==> src/overlay_pkg.sv <==
package overlay_pkg;
  // ****************************************
  // Register map.
  // ****************************************
  localparam logic [7:0] ADDR_MODE = 8'h10;
  localparam logic [7:0] ADDR_MAIN_OFS = 8'h44;
  localparam logic [7:0] ADDR_OVL_START = 8'h50;
  localparam logic [7:0] ADDR_OVL_OFS = 8'h54;
  localparam logic [7:0] ADDR_OVL_X = 8'h58;
  localparam logic [7:0] ADDR_OVL_Y = 8'h5C;
  localparam logic [7:0] ADDR_OVL_SIZE = 8'h60;
  localparam logic [31:0] REG_RESET = 32'h0000_0000;
  localparam logic [31:0] POS_MASK = 32'h03FF_03FF;
  // ****************************************
  // Field layout.
  // ****************************************
  localparam int POS_W = 10;
  localparam int POS_LO_LSB = 0;
  localparam int POS_HI_LSB = 16;
  localparam int EN_BIT = 19;
  localparam int BPP_LSB = 0;
  localparam int BPP_W = 3;
  localparam int ROT_LSB = 6;
  localparam int ROT_W = 2;
  localparam logic [1:0] ROT_270 = 2'h3;
  localparam logic [2:0] BPP_MAX = 3'h4;
  localparam logic [2:0] DWORD_SHIFT = 3'h5;
  localparam int SIZE_W_LSB = 16;
  // ****************************************
  // Panel scan geometry, in rotated lines.
  // ****************************************
  localparam logic [9:0] LINE_LAST = 10'h13F;
  localparam int FADDR_W = 16;
  localparam logic [1:0] HTRANS_NONSEQ = 2'h2;
endpackage

==> src/overlay_window.sv <==
`timescale 1ns/1ps
// Function
// - Overlay shown rotated 270 degrees only when mode bits 7-6 equal 3.
// - X register: start bits 9-0, end 25-16.
// - Y register: start bits 9-0, end 25-16.
// - X gives vertical, Y horizontal window bounds.
// - Window size derived from truncated dword positions.
// - Overlay shown only while enable bit 19 set.
module overlay_window
  import overlay_pkg::*;
(
  input wire logic hclk,
  input wire logic hresetn,
  input wire logic hsel,
  input wire logic [31:0] haddr,
  input wire logic [1:0] htrans,
  input wire logic hwrite,
  input wire logic [2:0] hsize,
  input wire logic [31:0] hwdata,
  input wire logic hready,
  output logic [31:0] hrdata,
  output logic hreadyout,
  output logic hresp,
  output logic overlay_sel,
  output logic [FADDR_W-1:0] fetch_addr,
  output logic [9:0] scan_line,
  output logic [9:0] scan_dword
);

  typedef struct packed {
    logic [31:0] mode;
    logic [31:0] main_ofs;
    logic [31:0] ovl_start;
    logic [31:0] ovl_ofs;
    logic [31:0] ovl_x;
    logic [31:0] ovl_y;
    logic wr;
    logic [7:0] addr;
    logic [31:0] rdata;
    logic [9:0] line;
    logic [9:0] dw;
    logic [FADDR_W-1:0] main_addr;
    logic [FADDR_W-1:0] base;
    logic [FADDR_W-1:0] faddr;
    logic sel;
    logic [15:0] ovl_w;
    logic [10:0] ovl_h;
  } state_t;

  state_t s_r;
  state_t s_nxt;

  function automatic logic [9:0] pos_start(input logic [31:0] r);
    pos_start = r[POS_LO_LSB +: POS_W];
  endfunction

  function automatic logic [9:0] pos_end(input logic [31:0] r);
    pos_end = r[POS_HI_LSB +: POS_W];
  endfunction

  logic [9:0] xs;
  logic [9:0] xe;
  logic [9:0] ys;
  logic [9:0] ye;
  logic [9:0] dw_last;
  logic en;
  logic rot270;
  logic in_win;
  logic [2:0] bpp;
  logic [2:0] shift;
  logic addr_ph;
  logic [FADDR_W-1:0] base_now;

  // ****************************************
  // Window geometry decode.
  // ****************************************
  always_comb begin
    xs = pos_start(s_r.ovl_x);
    xe = pos_end(s_r.ovl_x);
    ys = pos_start(s_r.ovl_y);
    ye = pos_end(s_r.ovl_y);
    en = s_r.mode[EN_BIT];
    rot270 = (s_r.mode[ROT_LSB +: ROT_W] == ROT_270);
    bpp = (s_r.mode[BPP_LSB +: BPP_W] > BPP_MAX) ? BPP_MAX : s_r.mode[BPP_LSB +: BPP_W];
    shift = DWORD_SHIFT - bpp;
    dw_last = (s_r.main_ofs[9:0] == 10'h000) ? 10'h000 : s_r.main_ofs[9:0] - 10'h001;
    // X bounds lines, Y bounds dwords.
    in_win = en && (s_r.line >= xs) && (s_r.line <= xe) && (s_r.dw >= ys) && (s_r.dw <= ye);
    addr_ph = hsel && hready && (htrans == HTRANS_NONSEQ);
    // Fresh base on the load cycle.
    base_now = ((s_r.line == xs) && (s_r.dw == 10'h000)) ? s_r.ovl_start[FADDR_W-1:0] : s_r.base;
  end

  // ****************************************
  // Bus slave and scan-out.
  // ****************************************
  always_comb begin
    s_nxt = s_r;
    if (s_r.wr) begin
      unique case (s_r.addr)
        ADDR_MODE: begin
          s_nxt.mode = hwdata;
        end
        ADDR_MAIN_OFS: begin
          s_nxt.main_ofs = hwdata;
        end
        ADDR_OVL_START: begin
          s_nxt.ovl_start = hwdata;
        end
        ADDR_OVL_OFS: begin
          s_nxt.ovl_ofs = hwdata;
        end
        ADDR_OVL_X: begin
          s_nxt.ovl_x = hwdata & POS_MASK;
        end
        ADDR_OVL_Y: begin
          s_nxt.ovl_y = hwdata & POS_MASK;
        end
        default: begin
          s_nxt.mode = s_r.mode;
        end
      endcase
    end
    s_nxt.wr = addr_ph && hwrite;
    s_nxt.addr = haddr[7:0];
    s_nxt.rdata = REG_RESET;
    if (addr_ph && !hwrite && (haddr[31:8] == 24'h00_0000)) begin
      unique case (haddr[7:0])
        ADDR_MODE: begin
          s_nxt.rdata = s_r.mode;
        end
        ADDR_MAIN_OFS: begin
          s_nxt.rdata = s_r.main_ofs;
        end
        ADDR_OVL_START: begin
          s_nxt.rdata = s_r.ovl_start;
        end
        ADDR_OVL_OFS: begin
          s_nxt.rdata = s_r.ovl_ofs;
        end
        ADDR_OVL_X: begin
          s_nxt.rdata = s_r.ovl_x;
        end
        ADDR_OVL_Y: begin
          s_nxt.rdata = s_r.ovl_y;
        end
        ADDR_OVL_SIZE: begin
          s_nxt.rdata = {s_r.ovl_w, 5'h00, s_r.ovl_h};
        end
        default: begin
          s_nxt.rdata = REG_RESET;
        end
      endcase
    end
    if (s_r.wr && (s_r.addr[7:0] != ADDR_MODE) && (haddr[31:8] != 24'h00_0000)) begin
      s_nxt.rdata = REG_RESET;
    end
    s_nxt.ovl_w = 16'({6'h00, ye - ys + 10'h001} << shift);
    s_nxt.ovl_h = {1'b0, xe - xs} + 11'h001;
    if (s_r.dw >= dw_last) begin
      s_nxt.dw = 10'h000;
      s_nxt.line = (s_r.line >= LINE_LAST) ? 10'h000 : s_r.line + 10'h001;
    end else begin
      s_nxt.dw = s_r.dw + 10'h001;
    end
    s_nxt.main_addr = ((s_r.dw >= dw_last) && (s_r.line >= LINE_LAST)) ? '0 : s_r.main_addr + 16'h0001;
    if ((s_r.line == xs) && (s_r.dw == 10'h000)) begin
      s_nxt.base = s_r.ovl_start[FADDR_W-1:0];
    end else if (in_win && (s_r.dw == ye) && (s_r.line < xe)) begin
      s_nxt.base = rot270 ? s_r.base - s_r.ovl_ofs[FADDR_W-1:0] : s_r.base + s_r.ovl_ofs[FADDR_W-1:0];
    end
    s_nxt.sel = in_win;
    s_nxt.faddr = in_win ? base_now + {6'h00, s_r.dw - ys} : s_r.main_addr;
  end

  always_ff @(posedge hclk or negedge hresetn) begin
    if (!hresetn) begin
      s_r <= '0;
    end else begin
      s_r <= s_nxt;
    end
  end

  assign hrdata = s_r.rdata;
  assign hreadyout = 1'b1;
  assign hresp = 1'b0;
  assign overlay_sel = s_r.sel;
  assign fetch_addr = s_r.faddr;
  assign scan_line = s_r.line;
  assign scan_dword = s_r.dw;

  // ****************************************
  // Assertions.
  // ****************************************
  property p_en_gate;
    @(posedge hclk) disable iff (!hresetn) !en |=> !overlay_sel;
  endproperty
  a_en_gate: assert property (p_en_gate) else $error("Overlay shown while disabled.");

  property p_sel_rows;
    @(posedge hclk) disable iff (!hresetn) overlay_sel |-> ($past(s_r.line) >= $past(xs)) && ($past(s_r.line) <= $past(xe));
  endproperty
  a_sel_rows: assert property (p_sel_rows) else $error("Overlay outside X bounds.");

  property p_sel_cols;
    @(posedge hclk) disable iff (!hresetn) overlay_sel |-> ($past(s_r.dw) >= $past(ys)) && ($past(s_r.dw) <= $past(ye));
  endproperty
  a_sel_cols: assert property (p_sel_cols) else $error("Overlay outside Y bounds.");

  property p_first_addr;
    @(posedge hclk) disable iff (!hresetn)
      (in_win && (s_r.line == xs) && (s_r.dw == ys) && (ys == 10'h000)) |=> fetch_addr == $past(s_r.ovl_start[FADDR_W-1:0]);
  endproperty
  a_first_addr: assert property (p_first_addr) else $error("Wrong first overlay address.");

  property p_step_270;
    @(posedge hclk) disable iff (!hresetn)
      (rot270 && in_win && (s_r.dw == ye) && (s_r.line < xe) && (s_r.dw != 10'h000)) |=> s_r.base == $past(s_r.base) - $past(s_r.ovl_ofs[FADDR_W-1:0]);
  endproperty
  a_step_270: assert property (p_step_270) else $error("Overlay line step wrong in 270 mode.");

  property p_x_fields;
    @(posedge hclk) disable iff (!hresetn)
      (s_r.wr && (s_r.addr == ADDR_OVL_X)) |=> (xs == $past(hwdata[9:0])) && (xe == $past(hwdata[25:16]));
  endproperty
  a_x_fields: assert property (p_x_fields) else $error("X position fields misplaced.");

  property p_y_fields;
    @(posedge hclk) disable iff (!hresetn)
      (s_r.wr && (s_r.addr == ADDR_OVL_Y)) |=> (ys == $past(hwdata[9:0])) && (ye == $past(hwdata[25:16]));
  endproperty
  a_y_fields: assert property (p_y_fields) else $error("Y position fields misplaced.");

  property p_width;
    @(posedge hclk) disable iff (!hresetn)
      ($stable(s_r.ovl_y) && $stable(s_r.mode) && (bpp == 3'h2)) |=> s_r.ovl_w == 16'({6'h00, $past(ye) - $past(ys) + 10'h001} << 3);
  endproperty
  a_width: assert property (p_width) else $error("Overlay width wrong at 4 bpp.");

  property p_ready;
    @(posedge hclk) disable iff (!hresetn) hreadyout && !hresp;
  endproperty
  a_ready: assert property (p_ready) else $error("Slave stalled or errored.");

  property p_height;
    @(posedge hclk) disable iff (!hresetn)
      $stable(s_r.ovl_x) |=> s_r.ovl_h == ({1'b0, $past(xe) - $past(xs)} + 11'h001);
  endproperty
  a_height: assert property (p_height) else $error("Overlay height wrong.");

  property p_main_addr;
    @(posedge hclk) disable iff (!hresetn)
      !in_win |=> fetch_addr == $past(s_r.main_addr);
  endproperty
  a_main_addr: assert property (p_main_addr) else $error("Main address not used outside window.");

  property p_sel_in_win;
    @(posedge hclk) disable iff (!hresetn)
      in_win |=> overlay_sel;
  endproperty
  a_sel_in_win: assert property (p_sel_in_win) else $error("Overlay missing inside window.");

  property p_line_wrap;
    @(posedge hclk) disable iff (!hresetn)
      ((s_r.dw >= dw_last) && (s_r.line >= LINE_LAST)) |=> scan_line == 10'h000;
  endproperty
  a_line_wrap: assert property (p_line_wrap) else $error("Rotated scan did not wrap.");

  property p_dword_step;
    @(posedge hclk) disable iff (!hresetn)
      (s_r.dw < dw_last) |=> scan_dword == ($past(s_r.dw) + 10'h001);
  endproperty
  a_dword_step: assert property (p_dword_step) else $error("Dword counter skipped.");

  property p_mode_write;
    @(posedge hclk) disable iff (!hresetn)
      (s_r.wr && (s_r.addr == ADDR_MODE)) |=> en == $past(hwdata[EN_BIT]);
  endproperty
  a_mode_write: assert property (p_mode_write) else $error("Enable bit not stored.");

  property p_rdata_idle;
    @(posedge hclk) disable iff (!hresetn)
      !addr_ph |=> hrdata == REG_RESET;
  endproperty
  a_rdata_idle: assert property (p_rdata_idle) else $error("Read data left standing.");

  c_write: cover property (@(posedge hclk) disable iff (!hresetn) s_r.wr && (s_r.addr == ADDR_OVL_X));
  c_sel_rise: cover property (@(posedge hclk) disable iff (!hresetn) $rose(overlay_sel));
  c_line_step: cover property (@(posedge hclk) disable iff (!hresetn) rot270 && in_win && (s_r.dw == ye) && (s_r.line < xe));
  c_wrap: cover property (@(posedge hclk) disable iff (!hresetn) (s_r.line >= LINE_LAST) && (s_r.dw >= dw_last));

endmodule

==> config.mk <==
export PLATFORM = sky130hd
export DESIGN_NAME = overlay_window
export DESIGN_NICKNAME = d
export VERILOG_FILES = /design/src/overlay_pkg.sv /design/src/overlay_window.sv
export SDC_FILE = /design/constraint.sdc
export NUM_CORES = 1
export LEC_CHECK = 0
export ABC_AREA = 1
export BUFFER_PORTS_ARGS = -buffer_cell sky130_fd_sc_hd__buf_2
export CELL_PAD_IN_SITES_DETAIL_PLACEMENT = 2
export CELL_PAD_IN_SITES_GLOBAL_PLACEMENT = 2
export CORE_UTILIZATION = 33
export CTS_CLUSTER_SIZE = 8
export DETAILED_ROUTE_END_ITERATION = 8
export GPL_TIMING_DRIVEN = 0
export PLACE_DENSITY_LB_ADDON = 0.1
export SLEW_MARGIN = 20
export SYNTH_ARGS = -nofsm -noshare
export SYNTH_HDL_FRONTEND = slang
export SYNTH_SLANG_ARGS = --single-unit
==> constraint.sdc <==
create_clock -name hclk -period 3 [get_ports hclk]
set_input_delay 0.45 -clock hclk [delete_from_list [all_inputs] [get_ports hclk]]
set_output_delay 0.45 -clock hclk [all_outputs]
set_load 0.005 [all_outputs]
==> metrics.txt, run 1 <==
wire length of the first global-routing pass ~120000 um; Post-synth EDFFs 0; synth unique cells 52; peak supply drop just over 0.4 mV; Mapped Avg Cell Area roughly 7.8 um2; Tmin final around 3.1 ns; Synth async-reset ratio 100%; number of remaining DRC errors 0; clk sink count 305; initial drt markers 843; worst r2r src s_r[174]; count of buffers from port buffering roughly 140; full die area roughly 56000 um2; Initial Utilization between 30% and 40%; Critical Path Most Common Cell nand2_4; failing checks setup timing; CTS H-tree lvls 2; Synth Instances between 2000 and 2500; Hold Path Stages 1; WP buf/inv 5; r2r setup slk -0.09 ns; Layout area overhead 25.7%; drt pass-1 iters 5; final core utilization between 40% and 50%; Post-DP Area 19800 um2; Seq/Total Area, Yosys between 40% and 50%; Placed Cells incl. Taps between 3000 and 4000; PwrDens 413 nW/um2; worst slack, placed -0.848 ns; Synth Warn # 0; crit path kind reg -> reg; # rows 85; Hold Crit Start haddr[3]; Rel. slew slack 37.1%; Final Hold Violating Endpoints 0; Crit path max-delay family simple AND/OR/NAND/NOR gates; Worst Skew slightly above 0.04 ns; core footprint roughly 54000 um2; # nets final approximately 2800; Crit. Startpoint s_r[174]; CTS tree built; fin area 22800 um2; Crit path largest cell delay ~0.4 ns; grt total ovfl 0; Post-Syn Area about 18000 um2; CP required around 3.4 ns; Hold/Removal Path Class in -> reg; status complete, but fails checks; DRT antenna net count 0; biggest fanout along the worst timing path 7; Worst Setup End Kind flip-flop; DR vias ~18000; Die X roughly 240 um; max_cap viols 0; period utilization 103%; CTS max path bufs 3; worst setup margin -0.0895 ns; hold endpoint s_r[131]; Synth Flop Type dfrtp_1; Via density between 5 and 6; Die Y between 200 and 250 um; Peak Freq about 320 MHz; vias in the first global route 19219; clk_lat worst skew roughly 0.60 ns; initial antenna violation count 2; layout cells sized above 1 23.6%; pin count of the biggest net entering global routing 90; CTS clock-pin slew for the worst setup and hold paths 0.06 ns; final non-filler cell total 3324; WP data arrival roughly 3.5 ns; gr usage total between 20% and 30%; Worst path slowest cell dfrtp_1; CP Cell Sequence inv_4 > ha_4 > nand2_4 > nor2_4 > nand2_4 > nor2_8 > nand2_4 > clkinv_8 > buf_12 > nand2_2 > o21ai_2 > ha_1 > buf_4 > a21oi_2 > nand4_1 > buf_4 > xor2_2 > nand2_1 > o21ai_1; startpoint types flip-flop; Final Wtd Congestion 0.883; CTS root buffer clkbuf_16; IO Pins between 100 and 150; reg2reg end fetch_addr[9]; Worst Tran Pin Value just over 0.9 ns; flops & latches, synth approximately 310; RSZ-0062 raised after global routing yes; worst reg2reg path depth 19; Post-DP HPWL slightly below 60000 um; Leak Pwr 12.2 nW; post-DR wirelength/cell approximately 24 um; Setup-failing EPs final 8; Num CTS Buffers 45; Post-Route WL about 80000 um; setup tns final -0.421 ns; Max Slew Vio Count 0
## report_power, final
group          internal, mW  total [mW]  switching, mW
clock                  2.74        4.76           2.02
sequential             4.17        4.21         0.0399
combinational         0.142       0.468          0.326
## logic make-up after synthesis
kind of cell               after synthesis  share of synthesized area, %
adders and majority gates              114                          8.05
buffers and inverters                  416                          10.4
AOI/OAI and AO/OA                      423                          12.6
xor gates and xnor gates                64                          3.08
other                                    2                        0.0413
DFF                                    305                          42.0
and+or+nand+nor                       1005                          23.8
## cell usage after synthesis (all sizes together) (2+ instances only)
| library cell | instances | area (um2) |
|---|---|---|
| a21boi | 2 | 15.0 |
| o31ai | 11 | 82.6 |
| o211ai | 14 | 105 |
| dfrtp | 305 | 7630 |
| nor3 | 19 | 106 |
| a21o | 5 | 37.5 |
| a221oi | 2 | 17.5 |
| inv | 282 | 1060 |
| a21oi | 101 | 505 |
| o221ai | 3 | 26.3 |
| or2 | 8 | 50.1 |
| nor3b | 6 | 45.0 |
| conb | 2 | 7.51 |
| clkbuf | 33 | 124 |
| buf | 100 | 704 |
| and2 | 2 | 12.5 |
| a31oi | 10 | 62.6 |
| o21bai | 5 | 37.5 |
| o22ai | 9 | 56.3 |
| nand3 | 123 | 646 |
| ha | 109 | 1360 |
| o21a | 4 | 30.0 |
| nor2 | 175 | 733 |
| nand4 | 45 | 282 |
| nand3b | 6 | 45.0 |
| a41oi | 5 | 43.8 |
| fa | 5 | 100 |
| o21ai | 248 | 1240 |
| xor2 | 41 | 359 |
| nor4 | 10 | 62.6 |
| xnor2 | 23 | 201 |
| nand2 | 609 | 2330 |
## sequential cells by signal, indices dropped and copies added, names as in the netlist
register and count:
en 1, fetch_addr 16, overlay_sel 1, hrdata 32, scan_line 10, s_r 235
scan_dword 10
## area by class of cell
cell class	count	area, um2
fill	6133	31300
multi-input combinational	1610	9500
sequential	305	7660
timing repair buffer	239	1580
clock buffer	52	1170
inverter	283	1090
buffer	133	892
tap	696	871
clock inverter	4	67.6
antenna	2	5.00
## what timing repair did
action	CTS	global route
pin swaps	32	69
hold endpoints to repair	67	0
setup buffers	54	36
hold buffers	8	0
gates resized for setup	145	138
endpoints found under the setup margin	58	57
cloned	1	0
## through the flow
| stage | power [mW] | hold WS (ns) |
|---|---|---|
| CTS | 9.53 | 0.00803 |
| global placement | 4.68 | 0.465 |
| floorplan | 4.44 | 0.154 |
| finish | 9.43 | 0.0463 |
| global route | 9.72 | 0.0299 |
| detailed placement | 4.72 | 0.444 |
## metal layers
metal | wire length, um | up-vias | GRT usage [%]
met4 | 2540 | 0 | 9.96
met2 | 40100 | 307 | 49.3
met3 | 2420 | 126 | 3.17
met1 | 33400 | 9063 | 34.5
met5 | 0 | - | 0
li1 | - | 8090 | -
## layout by cell type (no fill, tap or decap), types with 86 or more instances in the layout
master / n
a21oi_1: 87
nand3_1: 101
inv_1: 245
buf_4: 159
ha_1: 86
dfrtp_1: 282
buf_2: 156
o21ai_0: 218
nand2_1: 554
nor2_1: 143
## worst max path at each step
stage,depth (start not counted),end,slack [ns]
global placement,1,s_r[231],-4.68
global route,20,fetch_addr[13],-0.22
CTS,24,fetch_addr[13],-0.05
finish,19,fetch_addr[9],-0.09
floorplan,21,fetch_addr[12],0.07
detailed placement,22,fetch_addr[12],-0.85
Note: power is estimated with default switching activity, not from simulation.
==> inputs of run 2 (changes only) <==
--- a/config.mk
+++ b/config.mk
@@ -9,7 +9,7 @@
 export BUFFER_PORTS_ARGS = -buffer_cell sky130_fd_sc_hd__buf_2
 export CELL_PAD_IN_SITES_DETAIL_PLACEMENT = 2
 export CELL_PAD_IN_SITES_GLOBAL_PLACEMENT = 2
-export CORE_UTILIZATION = 33
+export CORE_UTILIZATION = 36
 export CTS_CLUSTER_SIZE = 8
 export DETAILED_ROUTE_END_ITERATION = 8
 export GPL_TIMING_DRIVEN = 0
==> constraint.sdc (replaced) <==
create_clock -name hclk -period 3.39 [get_ports hclk]
set_input_delay 0.5085 -clock hclk [delete_from_list [all_inputs] [get_ports hclk]]
set_output_delay 0.5085 -clock hclk [all_outputs]
set_load 0.005 [all_outputs]
==> metrics.txt, run 2 (synthesis results as in run 1) <==
Final Power 8.25 mW (-13%); Placed Cells incl. Taps 3137 (-1.0%); Worst Setup End Kind flip-flop; initial drt markers 771 (-8.5%); Setup-failing EPs final 0 (-8); WP data arrival 3.74 ns (+0.21 ns); met1 GRT Util 36.0% (+1.5 points); Most Crowded Layer GR met2; Die Y 227 um (-4.2%); grt total ovfl 0 (unchanged); CTS H-tree lvls 2 (unchanged); r2r setup slk 0.08 ns (+0.17 ns); IO Pins 145 (unchanged); # nets final 2733 (-2.6%); Peak Freq 302 MHz (-6.7%); diode count 0 (-2); Reg with most FFs s_r; Initial Utilization 36.8% (+3.2 points); count of buffers from port buffering 139 (unchanged); peak supply drop 0.332 mV (-18%); met2 Use GR 52.6% (+3.4 points); RSZ-0062 raised after global routing yes; Leak Pwr 11.8 nW (-3.8%); clk sink count 305 (unchanged); max_cap viols 0 (unchanged); number of flip-flops under the largest register name 235 (unchanged); final non-filler cell total 3213 (-3.3%); worst slack, placed -0.438 ns (+0.411 ns); CP required 3.81 ns (+0.37 ns); Via density 5.38 (+1.8%); worst r2r src s_r[176]; most frequent cells in the layout nand2_1 (586), dfrtp_1 (293), inv_1 (261); Worst Tran Pin Value 0.874 ns (-0.0592 ns); drt pass-1 iters 5 (unchanged); Num CTS Buffers 44 (-2.2%); Rel. slew slack 41.3% (+4.2 points); full die area 51400 um2 (-8.3%); vias in the first global route 19161 (-0.30%); CTS clock-pin slew for the worst setup and hold paths 0.05 ns (about the same); GR Util met3 2.73% (-0.44 points); Max Slew Vio Count 0 (unchanged); CTS max path bufs 3 (unchanged); biggest fanout along the worst timing path 10 (+3); Layout area overhead 18.4%; number of remaining DRC errors 0 (unchanged); Crit. Startpoint s_r[176]; post-DR wirelength/cell 23.2 um (-1.8%); gr usage total 29.3% (+1.6 points); core footprint 49400 um2 (-8.8%); layout cells sized above 1 16.9% (-6.7 points); period utilization 97.7% (-5.3 points); pin count of the biggest net entering global routing 92 (+2.2%); CTS tree built; commonest non-fill, non-tap cell in the layout nand2_1; PwrDens 383 nW/um2 (-7.1%); worst reg2reg path depth 22 (+3); startpoint types flip-flop; initial antenna violation count 0 (-2); Tmin final 3.31 ns (+0.222 ns); Hold/Removal Path Class in -> reg; worst setup margin 0.0783 ns (+0.168 ns); clk_lat worst skew 0.60 ns (about the same); DR vias 17298 (-1.6%); DRT antenna net count 0 (unchanged); # rows 81 (-4.7%); wire length of the first global-routing pass 113000 um (-3.9%); Die X 227 um (-4.2%); status finished, final reports clean; crit path kind reg -> reg; reg2reg end fetch_addr[12]; Final Wtd Congestion 0.908 (+2.9%); Setup crit end fetch_addr[12]; Worst Skew 0.0426 ns (+0.00185 ns); Post-DP HPWL 57300 um (-1.4%); Post-Route WL 74500 um (-5.1%); Final Hold Violating Endpoints 0 (unchanged); CTS root buffer clkbuf_16
run 2: changes by cell type in the layout (fill, tap and decap cells not counted), moves of 15 or more:
cell     change
buf_4       -58
nor2_1      +15
nand2_2     -15
nand2_4     -17
o21ai_0     +15
inv_1       +16
nand2_1     +32
run 2: where the power goes:
part	leakage, nW	switching, mW	internal, mW
logic	7.88	0.278	0.114
clock network	0.593	1.73	2.41
registers	3.30	0.0336	3.69
total	11.8	2.04	6.21
run 2: per-layer routing:
layer	wire length, um	part of all wire, %
met1	31700	42
met2	37900	51
met3	2210	3.0
met4	2780	3.7
met5	0	0
run 2: area by class of cell:
| class | instances | area [um2] |
|---|---|---|
| flip-flops and latches | 305 | 7650 |
| repair buffers | 168 | 986 |
| well taps | 664 | 831 |
| multi-input cells | 1610 | 8920 |
| fillers | 5692 | 27800 |
| clock inverters | 4 | 96.3 |
| inverters | 283 | 1070 |
| clock buffers | 46 | 1120 |
| plain buffers | 133 | 850 |
run 2: repair_timing:
action	CTS	global route
gates resized for setup	45	44
gates cloned	0	0
setup endpoints to repair	25	44
endpoints found under the hold margin	52	0
hold buffers	1	0
pin swaps	10	8
buffers inserted	12	13
run 2: how the worst min path moves through the flow:
stage | end | slack [ns] | start | cells past startpoint
after floorplan | en | 0.21 | hresetn | 0
after detailed placement | s_r[68] | 0.47 | hresetn | 1
after CTS | s_r[134] | 0.02 | haddr[6] | 1
final | s_r[134] | 0.05 | haddr[6] | 1
after global placement | s_r[144] | 0.47 | s_r[144] | 2
after global routing | s_r[135] | 0.04 | haddr[7] | 1
run 2: worst max-delay path: stages (launching register included):
cell and delay [ns]:
dfrtp_1 0.36, inv_2 0.10, ha_1 0.32, nand2_1 0.09
nor2_4 0.13, inv_2 0.07, nor2_8 0.18, nand2_4 0.11
buf_8 0.16, buf_6 0.15, nand2_2 0.08, nand2_4 0.08
fa_2 0.40, nand3_2 0.10, nand2_2 0.07, nand2_1 0.08
nand2_2 0.07, nand2_2 0.09, nand2_2 0.08, nand3_1 0.09
nand3_1 0.09, nand3_1 0.12, o21ai_0 0.11
run 2: metrics by stage:
stage          area, um2  util [%]  setup TNS [ns]  hold slack [ns]
2_1_floorplan      18200         -               0            0.213
3_3_place_gp       19700      39.9        -1286.63            0.466
3_5_place_dp       19800      40.1           -3.93            0.469
4_1_cts            21200      43.0               0           0.0199
5_1_grt            21500      43.6          -0.128           0.0442
6_report           21500      43.6               0           0.0526
==> inputs of run 3 (changes only) <==
--- a/config.mk
+++ b/config.mk
@@ -9,7 +9,8 @@
 export BUFFER_PORTS_ARGS = -buffer_cell sky130_fd_sc_hd__buf_2
 export CELL_PAD_IN_SITES_DETAIL_PLACEMENT = 2
 export CELL_PAD_IN_SITES_GLOBAL_PLACEMENT = 2
-export CORE_UTILIZATION = 36
+export CORE_UTILIZATION = 37
+export CTS_BUF_LIST = sky130_fd_sc_hd__clkbuf_2
 export CTS_CLUSTER_SIZE = 8
 export DETAILED_ROUTE_END_ITERATION = 8
 export GPL_TIMING_DRIVEN = 0
==> metrics.txt, run 3 (synthesis results as in run 1) <==
Setup-failing EPs final 0 (unchanged); most frequent cells in the layout nand2_1 (587), dfrtp_1 (298), inv_1 (260); fillers 5597 (-1.7%); initial antenna violation count 4 (+4); wire length of the first global-routing pass 121000 um (+6.7%); drt pass-1 iters 5 (unchanged); grt total ovfl 0 (unchanged); pin count of the biggest net entering global routing 94 (+2.2%); Final Power 7.08 mW (-14%); layout cells sized above 1 19.0% (+2.1 points); Via density 5.40 (+0.23%); Num CTS Buffers 90 (+100%); Final Hold Violating Endpoints 0 (unchanged); Die X 224 um (-1.3%); WHS 0.0792 ns (+0.0267 ns); Tmin final 3.37 ns (+0.0620 ns); number of remaining DRC errors 0 (unchanged); gr usage total 32.0% (+2.7 points); clk sink count 305 (unchanged); core footprint 48100 um2 (-2.5%); WP data arrival 4.33 ns (+0.59 ns); CP required 4.35 ns (+0.54 ns); Post-DP Area 19800 um2 (about the same); period utilization 99.5% (+1.8 points); crit path kind reg -> reg; Final Wtd Congestion 0.925 (+1.9%); Worst Tran Pin Value 0.890 ns (+0.0166 ns); number of flip-flops under the largest register name 235 (unchanged); count of buffers from port buffering 139 (unchanged); RSZ-0062 raised after global routing yes; DR vias 18196 (+5.2%); peak supply drop 0.244 mV (-27%); Peak Freq 296 MHz (-1.8%); Initial Utilization 37.8% (+0.93 points); # nets final 2838 (+3.8%); commonest non-fill, non-tap cell in the layout nand2_1; post-DR wirelength/cell 23.7 um (+2.3%); Layout area overhead 19.2%; clk_lat worst skew 1.19 ns (+0.59 ns); Reg with most FFs s_r; fin area 21700 um2 (+0.68%); Post-DP HPWL 57100 um (-0.39%); Rel. slew slack 40.2% (-1.1 points); CTS root buffer clkbuf_2; DRT antenna net count 0 (unchanged); IO Pins 145 (unchanged); vias in the first global route 20303 (+6.0%); biggest fanout along the worst timing path 10 (unchanged); CTS clock-pin slew for the worst setup and hold paths 0.14 ns (+0.09 ns); Worst Setup End Kind flip-flop; # rows 80 (-1.2%); Worst Skew 0.145 ns (+0.102 ns); max_cap viols 0 (unchanged); Hold/Removal Path Class in -> reg; startpoint types flip-flop; Max Slew Vio Count 0 (unchanged); PwrDens 327 nW/um2 (-15%); status finished, final reports clean; Leak Pwr 12.0 nW (+2.4%); CTS max path bufs 3 (unchanged); CTS tree built; initial drt markers 877 (+14%); Die Y 224 um (-1.3%); CTS H-tree lvls 3 (+1); Post-Route WL 80000 um (+7.3%); full die area 50000 um2 (-2.7%)
## run 3: cell count changes in the layout (fill, tap and decap cells not counted), moves of 2 or more
| cell | change |
|---|---|
| dfrtp_2 | -5 |
| dlygate4sd3_1 | +55 |
| clkinv_1 | +19 |
| inv_8 | +2 |
| dfrtp_1 | +5 |
| clkbuf_2 | +125 |
| inv_2 | +2 |
| clkinv_2 | +3 |
| diode_2 | +4 |
| buf_4 | +3 |
| clkbuf_16 | -44 |
| inv_6 | +2 |
## run 3: routing by layer
layer,vias up,track usage (%),wire length [um]
li1,8224,-,-
met4,2,17.2,4090
met2,445,55.0,39700
met3,203,5.15,2990
met1,9322,38.3,33100
met5,-,0,15
## run 3: timing repair
| action | in CTS | in global routing |
|---|---|---|
| resized for setup | 41 | 40 |
| endpoints found under the setup margin | 23 | 48 |
| setup buffers | 13 | 15 |
| endpoints found under the hold margin | 416 | 1 |
| hold buffers | 56 | 1 |
| pin swaps | 8 | 13 |
## run 3: critical path, stage by stage, from the launching register on
cell and delay, ns:
dfrtp_1 0.38, inv_2 0.10, ha_1 0.33, nand2_1 0.12, nor2_4 0.16, inv_2 0.08
nor2_8 0.19, nand2_4 0.10, inv_8 0.10, buf_6 0.15, nand2_1 0.09, o21ai_1 0.16
ha_1 0.25, nand2_1 0.11, nor2_2 0.13, nand3_1 0.11, nand4_1 0.13, nand3_2 0.10
nand2_2 0.12, nand3_1 0.10, nand3_2 0.13, nand2_1 0.06
## run 3: through the flow
step | instances | util, % | TNS, ns | setup slack [ns]
6_report | 3372 | 45.0 | 0 | 0.0163
5_1_grt | 3372 | 45.0 | -0.488 | -0.0938
4_1_cts | 3352 | 44.4 | -0.0133 | -0.0133
3_5_place_dp | 3129 | 41.1 | -3.82 | -0.504
3_3_place_gp | 3126 | 40.9 | -1289.73 | -4.29
2_1_floorplan | 2331 | - | 0 | 0.461
## run 3: cell type report
class	count	area [um2]	area share [%]
clock inverters	29	146	0.676
clock buffers	125	626	2.89
well taps	656	821	3.79
repair buffers	227	1590	7.32
diodes	4	10.0	0.0462
multi-input cells	1610	8910	41.1
plain buffers	133	850	3.92
flip-flops and latches	305	7640	35.3
inverters	283	1070	4.94
## run 3: path summary, 6_finish.rpt
check	slack, ns	to	depth (start not counted)	start
max in group asynchronous	2.07	s_r[217]	5	hresetn
hold reg to reg	0.49	s_r[256]	2	s_r[256]
min in group asynchronous	0.56	s_r[303]	4	hresetn
setup reg to reg	0.02	fetch_addr[15]	21	s_r[176]
setup / recovery	0.02	fetch_addr[15]	21	s_r[176]
hold / removal	0.08	s_r[131]	2	haddr[3]
## run 3: report_power, final
part,leakage (nW),total [mW],internal (mW),switching (mW)
registers,3.30,3.71,3.68,0.0355
clock network,0.590,2.92,1.02,1.89
logic,8.15,0.457,0.157,0.300
total,12.0,7.08,4.86,2.23
